===== config.mk =====
export PLATFORM = sky130hd
export DESIGN_NAME = caw_watchdog
export DESIGN_NICKNAME = d
export VERILOG_FILES = /design/src/pkg/caw_pkg.sv /design/src/verilog/caw_tick_gen.sv /design/src/verilog/caw_watchdog.sv
export VERILOG_INCLUDE_DIRS = /design/src /design/src/pkg
export SDC_FILE = /design/constraint.sdc
export NUM_CORES = 1
export LEC_CHECK = 0
export BUFFER_PORTS_ARGS = -buffer_cell sky130_fd_sc_hd__buf_2
export CORE_AREA = 4 4 124 126
export CTS_CLUSTER_SIZE = 28
export DETAILED_ROUTE_END_ITERATION = 7
export DIE_AREA = 0 0 128 130
export SYNTH_ARGS = -nofsm -noshare
export SYNTH_HDL_FRONTEND = slang
export SYNTH_SLANG_ARGS = --single-unit

===== constraint.sdc =====
create_clock -name mclk_i -period 2.1 [get_ports mclk_i]
set_input_delay 0.315 -clock mclk_i [delete_from_list [all_inputs] [get_ports mclk_i]]
set_output_delay 0.315 -clock mclk_i [all_outputs]
set_load 0.05 [all_outputs]

===== src/pkg/caw_cfg.svh =====
// constants for the counter array watchdog
// Contract
// - watchdog enabled after every reset
// - module5 high compares counter high; low is offset
// - enabled watchdog forces counter running
// - counter byte writes ignored while enabled
// - timebase select and idle bit frozen
// - module5 software timer; mode writes ignored
// - run bit writes leave counter running
// - run bit reads software value, zero if unset
// - compare-high write reloads counter high plus offset
// - reset on low overflow during high match
// - timeout is 256*offset plus 256 minus low
// - writing 1 to module5 flag forces reset
// - enable bit or lock bit enables watchdog
// - lock holds watchdog enabled until reset
// - unlocked, clearing enable disables watchdog
// - reset defaults: divide by 12, zero bytes
// - overflow flag set on counter wrap, sticky
// - run bit stops or runs counter
// - module flags set by hardware, sticky
// - mode register writes ignored while enabled, except the enable and lock bits
// - timebase select codes as documented
// - idle-suspend bit pauses counter in idle
`ifndef CAW_CFG_SVH
`define CAW_CFG_SVH
`define CAW_ADDR_CTRL 8'hd8
`define CAW_ADDR_MODE 8'hd9
`define CAW_ADDR_CNT_LO 8'hf9
`define CAW_ADDR_CNT_HI 8'hfa
`define CAW_ADDR_M5_LO 8'hce
`define CAW_ADDR_M5_HI 8'hcf
`define CAW_ADDR_M5_MODE 8'hde
`define CAW_CTRL_RESET 8'h00
`define CAW_MODE_RESET 8'h40
`define CAW_M5_MODE_RESET 8'h00
`define CAW_M5_MODE_SWTIMER 8'h48
`define CAW_BIT_OVF 7
`define CAW_BIT_RUN 6
`define CAW_BIT_M5 5
`define CAW_BIT_IDLE 7
`define CAW_BIT_WDEN 6
`define CAW_BIT_LOCK 5
`define CAW_BIT_UNUSED 4
`define CAW_BIT_OVF_IE 0
`define CAW_TB_LSB 1
`define CAW_TB_MSB 3
`define CAW_TB_DIV12 3'h0
`define CAW_TB_DIV4 3'h1
`define CAW_TB_TMR0 3'h2
`define CAW_TB_ECI 3'h3
`define CAW_TB_SYS 3'h4
`define CAW_TB_EXT8 3'h5
`define CAW_DIV12 4'hb
`define CAW_DIV4 4'h3
`define CAW_DIV8 3'h7
`endif


===== src/pkg/caw_pkg.sv =====
// types for the counter array watchdog
package caw_pkg;
  typedef struct packed {
    logic wr;
    logic rd;
    logic [7:0] addr;
    logic [7:0] wdata;
  } caw_sfr_req_t;
  typedef struct packed {
    logic sys_tick;
    logic tmr0_ovf;
    logic eci_level;
    logic ext_tick;
    logic cpu_idle;
  } caw_src_t;
endpackage


===== src/verilog/caw_tick_gen.sv =====
// timebase tick generator for the counter array
`timescale 1ns/10ps
`include "caw_cfg.svh"
module caw_tick_gen
  import caw_pkg::*;
(
  input wire logic mclk_i,
  input wire logic resetn_i,
  input wire logic [2:0] sel_i,
  input wire caw_pkg::caw_src_t src_i,
  output logic tick_o
);
  logic [3:0] div_reg, div_next;
  logic [2:0] ext_reg, ext_next;
  logic eci_reg, eci_next;
  logic tick_reg, tick_next;

  // ----------------------------------------
  // source select
  // ----------------------------------------
  always_comb begin
    div_next = div_reg;
    ext_next = ext_reg;
    eci_next = src_i.eci_level;
    tick_next = 1'b0;
    if (src_i.sys_tick) begin
      div_next = div_reg + 4'h1;
    end
    if (src_i.ext_tick) begin
      ext_next = ext_reg + 3'h1;
    end
    case (sel_i)
      `CAW_TB_DIV12: begin
        if (src_i.sys_tick && div_reg >= `CAW_DIV12) begin
          div_next = 4'h0;
          tick_next = 1'b1;
        end
      end
      `CAW_TB_DIV4: begin
        if (src_i.sys_tick && div_reg >= `CAW_DIV4) begin
          div_next = 4'h0;
          tick_next = 1'b1;
        end
      end
      `CAW_TB_TMR0: tick_next = src_i.tmr0_ovf;
      `CAW_TB_ECI: tick_next = eci_reg & ~src_i.eci_level;
      `CAW_TB_SYS: tick_next = src_i.sys_tick;
      `CAW_TB_EXT8: tick_next = src_i.ext_tick && ext_reg == `CAW_DIV8;
      default: tick_next = 1'b0;
    endcase
  end

  always_ff @(posedge mclk_i or negedge resetn_i) begin
    if (!resetn_i) begin
      div_reg <= 4'h0;
      ext_reg <= 3'h0;
      eci_reg <= 1'b1;
      tick_reg <= 1'b0;
    end else begin
      div_reg <= div_next;
      ext_reg <= ext_next;
      eci_reg <= eci_next;
      tick_reg <= tick_next;
    end
  end

  assign tick_o = tick_reg;
endmodule


===== src/verilog/caw_watchdog.sv =====
// counter array with module5 watchdog
`timescale 1ns/10ps
`include "caw_cfg.svh"
module caw_watchdog
  import caw_pkg::*;
(
  input wire logic mclk_i,
  input wire logic resetn_i,
  input wire caw_pkg::caw_sfr_req_t sfr_i,
  input wire caw_pkg::caw_src_t src_i,
  input wire logic [4:0] module_event_i,
  output logic [7:0] rdata_o,
  output logic wdt_reset_o,
  output logic array_irq_o,
  output logic watchdog_active_o
);
  import caw_pkg::*;

  logic [7:0] ctrl_reg, ctrl_next;
  logic [7:0] mode_reg, mode_next;
  logic [7:0] m5_mode_reg, m5_mode_next;
  logic [7:0] cnt_lo_reg, cnt_lo_next;
  logic [7:0] cnt_hi_reg, cnt_hi_next;
  logic [7:0] m5_lo_reg, m5_lo_next;
  logic [7:0] m5_hi_reg, m5_hi_next;
  logic [7:0] rdata_reg, rdata_next;
  logic wdrst_reg, wdrst_next;
  logic irq_reg, irq_next;
  logic tick;
  logic wd_en;
  logic running;
  logic advance;
  logic lo_wrap;
  logic full_wrap;
  logic m5_match;
  logic wr_ctrl, wr_mode, wr_m5_mode;

  caw_tick_gen u_tick (
    .mclk_i(mclk_i),
    .resetn_i(resetn_i),
    .sel_i(mode_reg[`CAW_TB_MSB:`CAW_TB_LSB]),
    .src_i(src_i),
    .tick_o(tick)
  );

  // ----------------------------------------
  // watchdog status and counter advance
  // ----------------------------------------
  assign wd_en = mode_reg[`CAW_BIT_WDEN] | mode_reg[`CAW_BIT_LOCK];
  assign running = wd_en | ctrl_reg[`CAW_BIT_RUN];
  assign advance = running & tick
    & ~(mode_reg[`CAW_BIT_IDLE] & src_i.cpu_idle);
  assign lo_wrap = advance && cnt_lo_reg == 8'hff;
  assign full_wrap = lo_wrap && cnt_hi_reg == 8'hff;
  assign wr_ctrl = sfr_i.wr && sfr_i.addr == `CAW_ADDR_CTRL;
  assign wr_mode = sfr_i.wr && sfr_i.addr == `CAW_ADDR_MODE;
  assign wr_m5_mode = sfr_i.wr && sfr_i.addr == `CAW_ADDR_M5_MODE;
  // software timer match: 16-bit compare in normal use
  assign m5_match = advance && m5_mode_reg[0] == 1'b0
    && {cnt_hi_reg, cnt_lo_next} == {m5_hi_reg, m5_lo_reg};

  // ----------------------------------------
  // counter and module5 registers
  // ----------------------------------------
  always_comb begin
    cnt_lo_next = cnt_lo_reg;
    cnt_hi_next = cnt_hi_reg;
    m5_lo_next = m5_lo_reg;
    m5_hi_next = m5_hi_reg;
    m5_mode_next = m5_mode_reg;
    if (advance) begin
      cnt_lo_next = cnt_lo_reg + 8'h01;
      if (lo_wrap) begin
        cnt_hi_next = cnt_hi_reg + 8'h01;
      end
    end
    if (!wd_en) begin
      if (sfr_i.wr && sfr_i.addr == `CAW_ADDR_CNT_LO) begin
        cnt_lo_next = sfr_i.wdata;
      end
      if (sfr_i.wr && sfr_i.addr == `CAW_ADDR_CNT_HI) begin
        cnt_hi_next = sfr_i.wdata;
      end
      if (wr_m5_mode) begin
        m5_mode_next = sfr_i.wdata;
      end
    end else begin
      m5_mode_next = `CAW_M5_MODE_SWTIMER;
    end
    if (sfr_i.wr && sfr_i.addr == `CAW_ADDR_M5_LO) begin
      m5_lo_next = sfr_i.wdata;
    end
    if (sfr_i.wr && sfr_i.addr == `CAW_ADDR_M5_HI) begin
      if (wd_en) begin
        m5_hi_next = 8'(cnt_hi_reg + m5_lo_reg);
      end else begin
        m5_hi_next = sfr_i.wdata;
      end
    end
  end

  // ----------------------------------------
  // control flags and mode register
  // ----------------------------------------
  always_comb begin
    ctrl_next = ctrl_reg;
    mode_next = mode_reg;
    if (wr_ctrl) begin
      ctrl_next = sfr_i.wdata;
    end
    if (full_wrap) begin
      ctrl_next[`CAW_BIT_OVF] = 1'b1;
    end
    for (int i = 0; i < 5; i++) begin
      if (module_event_i[i]) begin
        ctrl_next[i] = 1'b1;
      end
    end
    if (m5_match && !wd_en) begin
      ctrl_next[`CAW_BIT_M5] = 1'b1;
    end
    if (wr_mode) begin
      if (wd_en) begin
        // only enable and lock are writable while armed
        mode_next[`CAW_BIT_LOCK] = mode_reg[`CAW_BIT_LOCK]
          | sfr_i.wdata[`CAW_BIT_LOCK];
        // a fresh lock keeps the enable bit up as well
        mode_next[`CAW_BIT_WDEN] = mode_reg[`CAW_BIT_LOCK]
          | sfr_i.wdata[`CAW_BIT_LOCK]
          | sfr_i.wdata[`CAW_BIT_WDEN];
      end else begin
        mode_next = sfr_i.wdata;
        mode_next[`CAW_BIT_UNUSED] = 1'b0;
        if (sfr_i.wdata[`CAW_BIT_LOCK]) begin
          mode_next[`CAW_BIT_WDEN] = 1'b1;
        end
      end
    end
  end

  // ----------------------------------------
  // watchdog reset, interrupt and read data
  // ----------------------------------------
  always_comb begin
    wdrst_next = 1'b0;
    if (wd_en && lo_wrap && m5_hi_reg == cnt_hi_reg) begin
      wdrst_next = 1'b1;
    end
    if (wd_en && wr_ctrl && sfr_i.wdata[`CAW_BIT_M5]) begin
      wdrst_next = 1'b1;
    end
    irq_next = (ctrl_next[`CAW_BIT_OVF] & mode_next[`CAW_BIT_OVF_IE])
      | (|ctrl_next[`CAW_BIT_M5:0]);
    rdata_next = 8'h00;
    if (sfr_i.rd) begin
      case (sfr_i.addr)
        `CAW_ADDR_CTRL: rdata_next = ctrl_reg;
        `CAW_ADDR_MODE: rdata_next = mode_reg;
        `CAW_ADDR_CNT_LO: rdata_next = cnt_lo_reg;
        `CAW_ADDR_CNT_HI: rdata_next = cnt_hi_reg;
        `CAW_ADDR_M5_LO: rdata_next = m5_lo_reg;
        `CAW_ADDR_M5_HI: rdata_next = m5_hi_reg;
        `CAW_ADDR_M5_MODE: rdata_next = m5_mode_reg;
        default: rdata_next = 8'h00;
      endcase
    end
  end

  always_ff @(posedge mclk_i or negedge resetn_i) begin
    if (!resetn_i) begin
      ctrl_reg <= `CAW_CTRL_RESET;
      mode_reg <= `CAW_MODE_RESET;
      m5_mode_reg <= `CAW_M5_MODE_RESET;
      cnt_lo_reg <= 8'h00;
      cnt_hi_reg <= 8'h00;
      m5_lo_reg <= 8'h00;
      m5_hi_reg <= 8'h00;
      rdata_reg <= 8'h00;
      wdrst_reg <= 1'b0;
      irq_reg <= 1'b0;
    end else begin
      ctrl_reg <= ctrl_next;
      mode_reg <= mode_next;
      m5_mode_reg <= m5_mode_next;
      cnt_lo_reg <= cnt_lo_next;
      cnt_hi_reg <= cnt_hi_next;
      m5_lo_reg <= m5_lo_next;
      m5_hi_reg <= m5_hi_next;
      rdata_reg <= rdata_next;
      wdrst_reg <= wdrst_next;
      irq_reg <= irq_next;
    end
  end

  assign rdata_o = rdata_reg;
  assign wdt_reset_o = wdrst_reg;
  assign array_irq_o = irq_reg;
  assign watchdog_active_o = mode_reg[`CAW_BIT_WDEN];
endmodule


==> impl_results.md, run 1 <==
* Design Power at 4.19 mW
* Max-Cap Viols at 0
* CTS tree: built
* Status: finished, violations left
* Fillers at 1397
* Placer Congestion at 0.885
* Synth warnings at 0
* Antenna violations before repair at 0
* Final Hold Fails at 0
* Nets@finish at 581
* Met3 Use GR at 0.0372
* Post-Syn Area per Cell at 9.94 sq um
* Pre-CTS WS at -356 ps
* Routed via count at 3904
* Die span in y at 130 microns
* Syn Nets at 464
* Clock Root Buffer: clkbuf_16
* Wire length of the first global-routing pass at 21000 microns
* 1st-iter DRT viols at 349
* Most Frequent Cell on Critical Path: nor4_2
* H-tree Lvls at 3
* Kind of critical path: reg -> reg
* Worst setup SP type: register
* Most frequent cells in the layout: buf_4 (82), dfrtp_1 (72), buf_2 (39)
* Fin crit share at 1.09
* N_diodes at 0
* Largest net degree at the start of global routing at 49
* Clock Sinks at 74
* RSZ-0062 raised after global routing: yes
* First-pass DRT Iterations at 5
* Number of setup violations in the final report at 2
* Count of buffers from port buffering at 40
* Post-synth EDFFs at 0
* Ratio of cells with drive above 1 in the final layout at 0.381
* FP Rows at 44
* Slew margin rel. at 0.718
* Yosys reg bits at 74
* Worst hold path type: in -> reg
* Min Hold Slack at 76.3 ps
* Vias in the first global route at 3808
* Busiest layer in global routing: met2
* Dpl hpwl at 10000 microns
* Syn Inst Count at 421
* Worst-Skew Late Latency at 340 ps
* Max incr delay on CP at 470 ps
* Req. time, crit path at 2380 ps
* Core area at 14300 sq um
* Final critical-path required period at 2290 ps
* Static leakage at 2.53 nW
* Met1 GRT Util at 0.214
* Worst Path Arrival at 2560 ps
* Setup slack after layout at -185 ps
* Failing checks: negative setup slack
* CTS buffer count at 9
* Drt drc at 0
* Routed Wire Length at 13600 microns
* M2 GR Usage at 0.260
* Antenna Nets Post-Route at 0
* CP max-delay cell: dfstp_4
* Critical path peak fanout at 4
* Maximum VDD drop at 0.376 mV
* Skew final at 6.05 ps
* CP endpoint kind: register
* Flop2flop setup slack at -190 ps
* Primary FF master, synth: dfrtp_1
* Vias per Instance at 5.37
* CP Cell Sequence: or3b_4 -> buf_6 -> nor4_2 -> a31oi_4 -> xor2_2 -> nor4_2 -> nand4_1 -> nand3_1
* Pwr dens at 731 nW/um^2
* Post-Syn Area at 4180 sq um
* Commonest non-fill, non-tap cell in the layout: buf_4
* Max Clk Rate at 0.438 GHz
* WL/cell at 18.7 microns
* Die width at 128 microns
* Netlist cell types at 64
* Worst-Margin Slew at 423 ps
* Total GRT Usage at 0.164
* Worst-path clk slew at 60 ps
* Initial Util at 0.292
* Final core occ at 0.401
* CTS max path bufs at 2
* Area Overhead vs Synth at 37.1%
* Total grt overflow at 0
* Top-level port count at 41
* Async set-reset flop share out of synthesis at 1.00
* Register area share after synthesis at 0.443
* Die area at 16600 sq um
* Max-slew violations at 0
[where the power goes]
part / total, mW / internal (mW) / switching (mW)
Clock: 1.58 / 0.930 / 0.647
Combinational: 0.903 / 0.426 / 0.477
Sequential: 1.71 / 1.58 / 0.132
Total: 4.19 / 2.93 / 1.26
[synthesized netlist by cell type (all sizes together), types with 8 or more instances]
cell | n | area [sq um]
xor2 | 12 | 105
nor4 | 11 | 96.3
o21ai | 17 | 85.1
a22oi | 17 | 128
clkbuf | 16 | 60.1
nand4 | 8 | 50.1
nand3 | 13 | 65.1
nor2 | 36 | 135
ha | 12 | 150
a21oi | 26 | 130
a31oi | 13 | 81.3
mux2 | 15 | 169
inv | 10 | 37.5
mux2i | 8 | 80.1
xnor2 | 18 | 158
nand2 | 36 | 138
dfrtp | 72 | 1800
[worst paths after layout]
kind | startpoint | to | depth (start not counted)
worst max-delay path | mode_reg[6]$_DFFE_PN1P_ | array_irq_o$_DFF_PN0_ | 8
worst min-delay path | src_i[2] | u_tick.eci_reg$_DFF_PN1_ | 1
worst max register to register | mode_reg[6]$_DFFE_PN1P_ | array_irq_o$_DFF_PN0_ | 8
worst min register to register | u_tick.ext_reg[0]$_DFFE_PN0P_ | u_tick.ext_reg[0]$_DFFE_PN0P_ | 1
max in group asynchronous | resetn_i | u_tick.eci_reg$_DFF_PN1_ | 3
min in group asynchronous | resetn_i | cnt_lo_reg[1]$_DFF_PN0_ | 2
[cell type report]
cell class,count,area [sq um],share of cell area
clock buffer,9,225,0.0393
clock inverter,7,76.3,0.0133
inverter,10,37.5,0.00655
multi-input combinational,317,2420,0.423
sequential,74,1860,0.324
tap,184,230,0.0401
timing repair buffer,126,883,0.154
[worst max-delay path: cells and delay by family, from the launching register on]
family | cells | cell delay, ps
xor+xnor | 1 | 190
compound gates | 1 | 70
flops | 1 | 470
simple gates | 5 | 1340
buf+inv | 1 | 140
[through the flow]
| stage | cells | TNS [ps] | area, sq um |
|---|---|---|---|
| floorplan | 421 | -176 | 4210 |
| global placement | 701 | -913 | 5160 |
| detailed placement | 701 | -1640 | 5160 |
| CTS | 721 | -388 | 5560 |
| global route | 727 | -683 | 5730 |
| finish | 727 | -358 | 5730 |
[cell families (layout without fill, tap and decap cells)]
family,after synthesis,in the layout,share of synthesized area
buf+inv,30,152,0.0299
simple gates,143,143,0.185
fa+ha+maj,13,13,0.0407
xor+xnor,30,30,0.0628
flops,74,74,0.443
compound gates,108,108,0.179
mux,23,23,0.0595
[routing by layer]
metal / vias to the layer above / wire [microns]
met1: 1921 / 5690
met5: - / 0
met4: 0 / 372
li1: 1819 / -
met2: 139 / 6620
met3: 25 / 932
[repair_timing]
action,4_1_cts,5_1_grt
pin swaps,9,20
gates cloned,0,0
hold endpoints to repair,26,0
resized for setup,14,28
setup endpoints to repair,7,9
hold buffers,1,0
setup buffers,3,6
(Power assumes the default switching activity.)
==> inputs of run 2 (changes only) <==
--- a/config.mk
+++ b/config.mk
@@ -7,10 +7,11 @@
 export NUM_CORES = 1
 export LEC_CHECK = 0
 export BUFFER_PORTS_ARGS = -buffer_cell sky130_fd_sc_hd__buf_2
-export CORE_AREA = 4 4 124 126
+export CORE_AREA = 4 4 139 74
 export CTS_CLUSTER_SIZE = 28
 export DETAILED_ROUTE_END_ITERATION = 7
-export DIE_AREA = 0 0 128 130
+export DIE_AREA = 0 0 143 78
+export PLACE_DENSITY = 0.67
 export SYNTH_ARGS = -nofsm -noshare
 export SYNTH_HDL_FRONTEND = slang
 export SYNTH_SLANG_ARGS = --single-unit
==> impl_results.md, run 2 (same netlist as run 1, synthesis figures left out) <==
* Clock Root Buffer: clkbuf_16
* RSZ-0062 raised after global routing: yes
* Setup slack after layout at -329 ps (-144 ps)
* FP Rows at 25 (-43%)
* Clock Sinks at 74 (unchanged)
* Design Power at 4.22 mW (+0.73%)
* Routed via count at 4136 (+5.9%)
* Final Hold Fails at 16 (+16)
* Largest net degree at the start of global routing at 75 (+53%)
* Worst Path Arrival at 2710 ps (+150 ps)
* P_sw at 1.29 mW (+2.6%)
* Count of buffers from port buffering at 40 (unchanged)
* Worst-Skew Late Latency at 340 ps (about the same)
* Worst hold path type: in -> async
* Status: finished, violations left
* Number of setup violations in the final report at 2 (unchanged)
* Dpl hpwl at 10900 microns (+9.0%)
* Skew final at 8.41 ps (+2.36 ps)
* N_diodes at 0 (unchanged)
* H-tree Lvls at 3 (unchanged)
* Comb power frac at 0.223 (+0.008)
* Final Instance Area at 5590 sq um (-2.6%)
* Total grt overflow at 0 (unchanged)
* Wire length of the first global-routing pass at 22600 microns (+7.2%)
* Final core occ at 0.609 (+0.209)
* Commonest non-fill, non-tap cell in the layout: buf_4
* Critical path peak fanout at 7 (+3)
* Min Hold Slack at -14.3 ps (-90.6 ps)
* Antenna violations before repair at 0 (unchanged)
* Total GRT Usage at 0.274 (+0.110)
* Maximum VDD drop at 0.482 mV (+28%)
* Die width at 143 microns (+12%)
* Placer Congestion at 0.956 (+8.1%)
* Final critical-path required period at 2430 ps (+144 ps)
* 1st-iter DRT viols at 761 (+120%)
* Vias in the first global route at 3914 (+2.8%)
* Switch share at 0.305 (+0.00561)
* Routed Wire Length at 14800 microns (+8.5%)
* Top-level port count at 41 (unchanged)
* Nets@finish at 584 (+0.52%)
* CTS max path bufs at 2 (unchanged)
* First-pass DRT Iterations at 6 (+1)
* Fin crit share at 1.16 (+0.0684)
* Core area at 9170 sq um (-36%)
* Max Clk Rate at 0.412 GHz (-5.9%)
* Vias per Instance at 6.20 (+15%)
* Pint at 2.93 mW (about the same)
* Most frequent cells in the layout: buf_4 (89), dfrtp_1 (72), buf_2 (39)
* Req. time, crit path at 2380 ps (about the same)
* Ratio of cells with drive above 1 in the final layout at 0.361 (-0.0204)
* Drt drc at 0 (unchanged)
* Antenna Nets Post-Route at 0 (unchanged)
* Setup TNS Final at -654 ps (-296 ps)
* Max-slew violations at 0 (unchanged)
* Hold-fix buffer count after cts at 0 (-1)
* Worst-path clk slew at 60 ps (about the same)
* Initial Util at 0.457 (+0.164)
* CP endpoint kind: register
* Static leakage at 2.55 nW (+0.96%)
* Reg power frac at 0.405 (-0.003)
* Failing checks: negative hold slack, negative setup slack
* Worst setup SP type: register
* Slew margin rel. at 0.678 (-0.0399)
* Share of total power in the clock network at 0.372 (-0.004)
* Die area at 11200 sq um (-33%)
* Die span in y at 78 microns (-40%)
* Area Overhead vs Synth at 33.5%
* Max-Cap Viols at 0 (unchanged)
* Pwr dens at 756 nW/um^2 (+3.4%)
* Kind of critical path: reg -> reg
* Placement Cell Area at 5110 sq um (-0.90%)
* CTS tree: built
* CTS buffer count at 9 (unchanged)
* WL/cell at 22.1 microns (+18%)
* Worst-Margin Slew at 481 ps (+57.3 ps)
## run 2: critical path, stage by stage, from the launching register on
cell,delay (ps)
dfstp_4,480
or3b_4,400
or3_4,400
a31o_1,230
inv_2,70
o221ai_2,110
nor4_4,380
nand4_1,180
nand3_1,110
## run 2: area by class of cell
| class | instances | area, sq um |
|---|---|---|
| Clock buffer | 9 | 225 |
| Clock inverter | 7 | 78.8 |
| Fill cell | 756 | 3580 |
| Inverter | 10 | 37.5 |
| Multi-Input combinational cell | 317 | 2350 |
| Sequential cell | 74 | 1860 |
| Tap cell | 121 | 151 |
| Timing Repair Buffer | 129 | 883 |
## run 2: power by group through the flow
stage               sequential [mW]  clock, mW  combinational (mW)
global placement               1.71          0               0.835
global route                   1.73       1.68                1.03
finish                         1.71       1.57               0.942
detailed placement             1.73          0               0.874
CTS                            1.70       1.60               0.906
floorplan                      1.71          0               0.458
## run 2: final timing paths
kind / startpoint / to / slack, ps / cells after the start
worst max-delay path: mode_reg[6]$_DFFE_PN1P_ / array_irq_o$_DFF_PN0_ / -330 / 8
worst min-delay path: resetn_i / u_tick.div_reg[3]$_DFF_PN0_ / -10 / 2
worst max register to register: mode_reg[6]$_DFFE_PN1P_ / array_irq_o$_DFF_PN0_ / -330 / 8
worst min register to register: u_tick.ext_reg[0]$_DFFE_PN0P_ / u_tick.ext_reg[0]$_DFFE_PN0P_ / 480 / 1
max in group asynchronous: resetn_i / u_tick.eci_reg$_DFF_PN1_ / 1770 / 2
min in group mclk_i: src_i[2] / u_tick.eci_reg$_DFF_PN1_ / 90 / 1
## run 2: per-layer routing
metal	up-vias	global-route usage	wire, microns
met2	310	0.345	5540
met4	0	0.0655	222
met1	1983	0.432	6860
met3	32	0.102	2130
met5	-	0	0
li1	1811	-	-
## run 2: stage by stage
step	worst slack (ps)	instances
after floorplan	-96.6	421
after global placement	-268	644
after detailed placement	-342	644
after CTS	-260	663
after global routing	-329	667
final	-329	667
## run 2: repair_timing
item | CTS | global route
buffers inserted | 4 | 4
endpoints found under the hold margin | 0 | 0
pin swaps | 7 | 12
gates resized for setup | 22 | 6
setup endpoints to repair | 5 | 8
==> inputs of run 3 (changes only) <==
--- a/config.mk
+++ b/config.mk
@@ -6,11 +6,12 @@
 export SDC_FILE = /design/constraint.sdc
 export NUM_CORES = 1
 export LEC_CHECK = 0
+export ABC_AREA = 1
 export BUFFER_PORTS_ARGS = -buffer_cell sky130_fd_sc_hd__buf_2
-export CORE_AREA = 4 4 139 74
+export CORE_AREA = 4 4 142 76
 export CTS_CLUSTER_SIZE = 28
 export DETAILED_ROUTE_END_ITERATION = 7
-export DIE_AREA = 0 0 143 78
+export DIE_AREA = 0 0 146 80
 export PLACE_DENSITY = 0.67
 export SYNTH_ARGS = -nofsm -noshare
 export SYNTH_HDL_FRONTEND = slang
==> impl_results.md, run 3 <==
* Comb power frac at 0.347 (+0.124)
* CP endpoint kind: register
* Skew final at 11.3 ps (+2.90 ps)
* Total grt overflow at 0 (unchanged)
* Static leakage at 2.64 nW (+3.5%)
* P_sw at 2.05 mW (+59%)
* Die width at 146 microns (+2.1%)
* Synth warnings at 0 (unchanged)
* Hold Path Origin: src_i[2]
* Worst-path clk slew at 70 ps (about the same)
* CTS max path bufs at 2 (unchanged)
* Maximum VDD drop at 0.420 mV (-13%)
* Post-Syn Area at 4410 sq um (+5.3%)
* Max-Cap Viols at 0 (unchanged)
* Syn Inst Count at 577 (+37%)
* Vias per Instance at 5.35 (-14%)
* Final Hold Fails at 0 (-16)
* Most frequent cells in the layout: nand2_1 (148), inv_1 (81), dfrtp_1 (72)
* Status: complete, no violations
* Min Hold Slack at 81.3 ps (+95.6 ps)
* R2r worst-path depth at 11 (+3)
* Post-synth top cells: nand2_1 (148), inv_1 (81), dfrtp_1 (72)
* Design Power at 5.33 mW (+26%)
* Worst setup SP type: register
* Die area at 11700 sq um (+4.7%)
* Share of total power in the clock network at 0.267 (-0.105)
* Yosys top cell area share at 0.409 (-0.0218)
* Async set-reset flop share out of synthesis at 1.00 (unchanged)
* Yosys top cell by area: dfrtp_1
* CTS tree: built
* Placer Congestion at 0.958 (+0.21%)
* 1st-iter DRT viols at 418 (-45%)
* Switch share at 0.385 (+0.0798)
* Antenna Nets Post-Route at 0 (unchanged)
* Number of setup violations in the final report at 0 (-2)
* Worst-Margin Slew at 512 ps (+31.6 ps)
* Commonest non-fill, non-tap cell in the layout: nand2_1
* Post-synth EDFFs at 0 (unchanged)
* Dominant cells by area after synthesis: dfrtp_1 (41%), nand2_1 (13%), inv_1 (6.9%)
* Wire length of the first global-routing pass at 21400 microns (-5.1%)
* Clock Sinks at 74 (unchanged)
* Area Overhead vs Synth at 18.8%
* Pint at 3.28 mW (+12%)
* Antenna violations before repair at 0 (unchanged)
* Nets@finish at 691 (+18%)
* Count of buffers from port buffering at 40 (unchanged)
* Top-count cell post-synth: nand2_1
* Core area at 9350 sq um (+2.0%)
* Largest net degree at the start of global routing at 40 (-47%)
* Ratio of cells with drive above 1 in the final layout at 0.175 (-0.186)
* Dpl hpwl at 10400 microns (-4.5%)
* N_diodes at 0 (unchanged)
* Primary FF master, synth: dfrtp_1
* Drt drc at 0 (unchanged)
* Worst Path Arrival at 2200 ps (-510 ps)
* Worst-Skew Late Latency at 350 ps (about the same)
* WL/cell at 17.0 microns (-23%)
* Placement Cell Area at 4910 sq um (-4.0%)
* Req. time, crit path at 2330 ps (-50 ps)
* Routed via count at 4139 (+0.073%)
* Slew margin rel. at 0.658 (-0.0193)
* Max-slew violations at 0 (unchanged)
* Critical path peak fanout at 9 (+2)
* Final critical-path required period at 1970 ps (-456 ps)
* CTS buffer count at 9 (unchanged)
* Netlist cell types at 42 (-34%)
* Clock Root Buffer: clkbuf_16
* Syn Nets at 620 (+34%)
* Pwr dens at 1020 nW/um^2 (+35%)
* Register area share after synthesis at 0.421 (-0.0224)
* Routed Wire Length at 13200 microns (-11%)
* Vias in the first global route at 4001 (+2.2%)
* Kind of critical path: reg -> reg
* FP Rows at 25 (unchanged)
* Top-level port count at 41 (unchanged)
* Yosys reg bits at 74 (unchanged)
* Hold depth at 1
* H-tree Lvls at 3 (unchanged)
* Worst setup startpoint: mode_reg[5]$_DFFE_PN0P_
* Worst hold path type: in -> reg
* Placed Cells at 754 (+17%)
* Fin crit share at 0.939 (-0.217)
* First-pass DRT Iterations at 5 (-1)
* Reg power frac at 0.386 (-0.019)
* Post-Syn Area per Cell at 7.64 sq um (-23%)
* Finished Layout Cells at 774 (+16%)
* Final core occ at 0.560 (-0.0497)
* Die span in y at 80 microns (+2.6%)
* Worst R2R Start: mode_reg[5]$_DFFE_PN0P_
* Initial Util at 0.471 (+0.0147)
* Final Instance Area at 5240 sq um (-6.3%)
* Total GRT Usage at 0.241 (-0.0322)
* Max Clk Rate at 0.507 GHz (+23%)
run 3: cell types whose count changed after synthesis, sizes merged, moves of 9 or more:
cell / delta
nand3: +18
a31oi: -9
a22oi: -16
inv: +76
nor2: +20
xnor2: -11
clkbuf: -16
mux2: -13
nand2: +116
o21ai: +34
o22ai: +10
run 3: layout make-up:
type	count	area, sq um
clock inverter	6	43.8
tap	121	151
clock buffer	10	229
multi-input combinational	411	2220
timing repair buffer	66	413
fill	899	4120
inverter	86	323
sequential	74	1850
run 3: critical path, cell delays in order, from the launching register on:
cell and delay, ps:
dfrtp_1 430, nor2_4 250, nand2_2 80, nand2_2 180, nor4_4 50, buf_4 180, nand3b_1 150, nand3_1 120
nand2_1 80, nand3_1 60, nor2_1 190, nand3_1 100
run 3: worst paths after layout:
| kind | to | slack [ps] |
|---|---|---|
| max | array_irq_o$_DFF_PN0_ | 130 |
| max in group asynchronous | m5_mode_reg[5]$_DFFE_PN0P_ | 1020 |
| min | u_tick.eci_reg$_DFF_PN1_ | 80 |
| min in group asynchronous | u_tick.ext_reg[0]$_DFFE_PN0P_ | 490 |
| min reg2reg | m5_mode_reg[2]$_DFFE_PN0P_ | 480 |
| max reg2reg | array_irq_o$_DFF_PN0_ | 130 |
run 3: power by group through the flow:
stage / Combinational [mW] / Clock [mW] / Sequential [mW]
2_1_floorplan: 1.30 / 0 / 1.99
3_3_place_gp: 1.76 / 0 / 2.07
3_5_place_dp: 1.76 / 0 / 2.08
4_1_cts: 1.78 / 1.46 / 2.06
5_1_grt: 2.13 / 1.53 / 2.09
6_report: 1.85 / 1.42 / 2.06
run 3: per-layer routing:
metal  track usage  routed length (microns)  vias up
li1              -                        -     2030
met1         0.345                     6460     1938
met2         0.358                     5300      144
met3        0.0720                     1150       27
met4        0.0629                      265        0
met5             0                        0        -
run 3: repair_timing:
action | CTS | global route
hold endpoints to repair | 35 | 0
buffers inserted | 0 | 3
hold buffers | 1 | 0
gates resized for setup | 0 | 6
endpoints found under the setup margin | 0 | 2
run 3: cell families after synthesis:
group / after synthesis / share of synthesized area
adders and majority gates: 13 / 0.0386
and+or+nand+nor: 264 / 0.270
DFF: 74 / 0.421
xor gates and xnor gates: 20 / 0.0398
muxes: 2 / 0.00511
buffers and inverters: 92 / 0.0801
AOI/OAI and AO/OA: 112 / 0.146
run 3: metrics by stage:
step	setup TNS, ps	worst slack [ps]
after CTS	0	69.3
after global placement	0	148
after global routing	-6.88	-6.88
after floorplan	0	149
after detailed placement	0	72.6
final	0	128
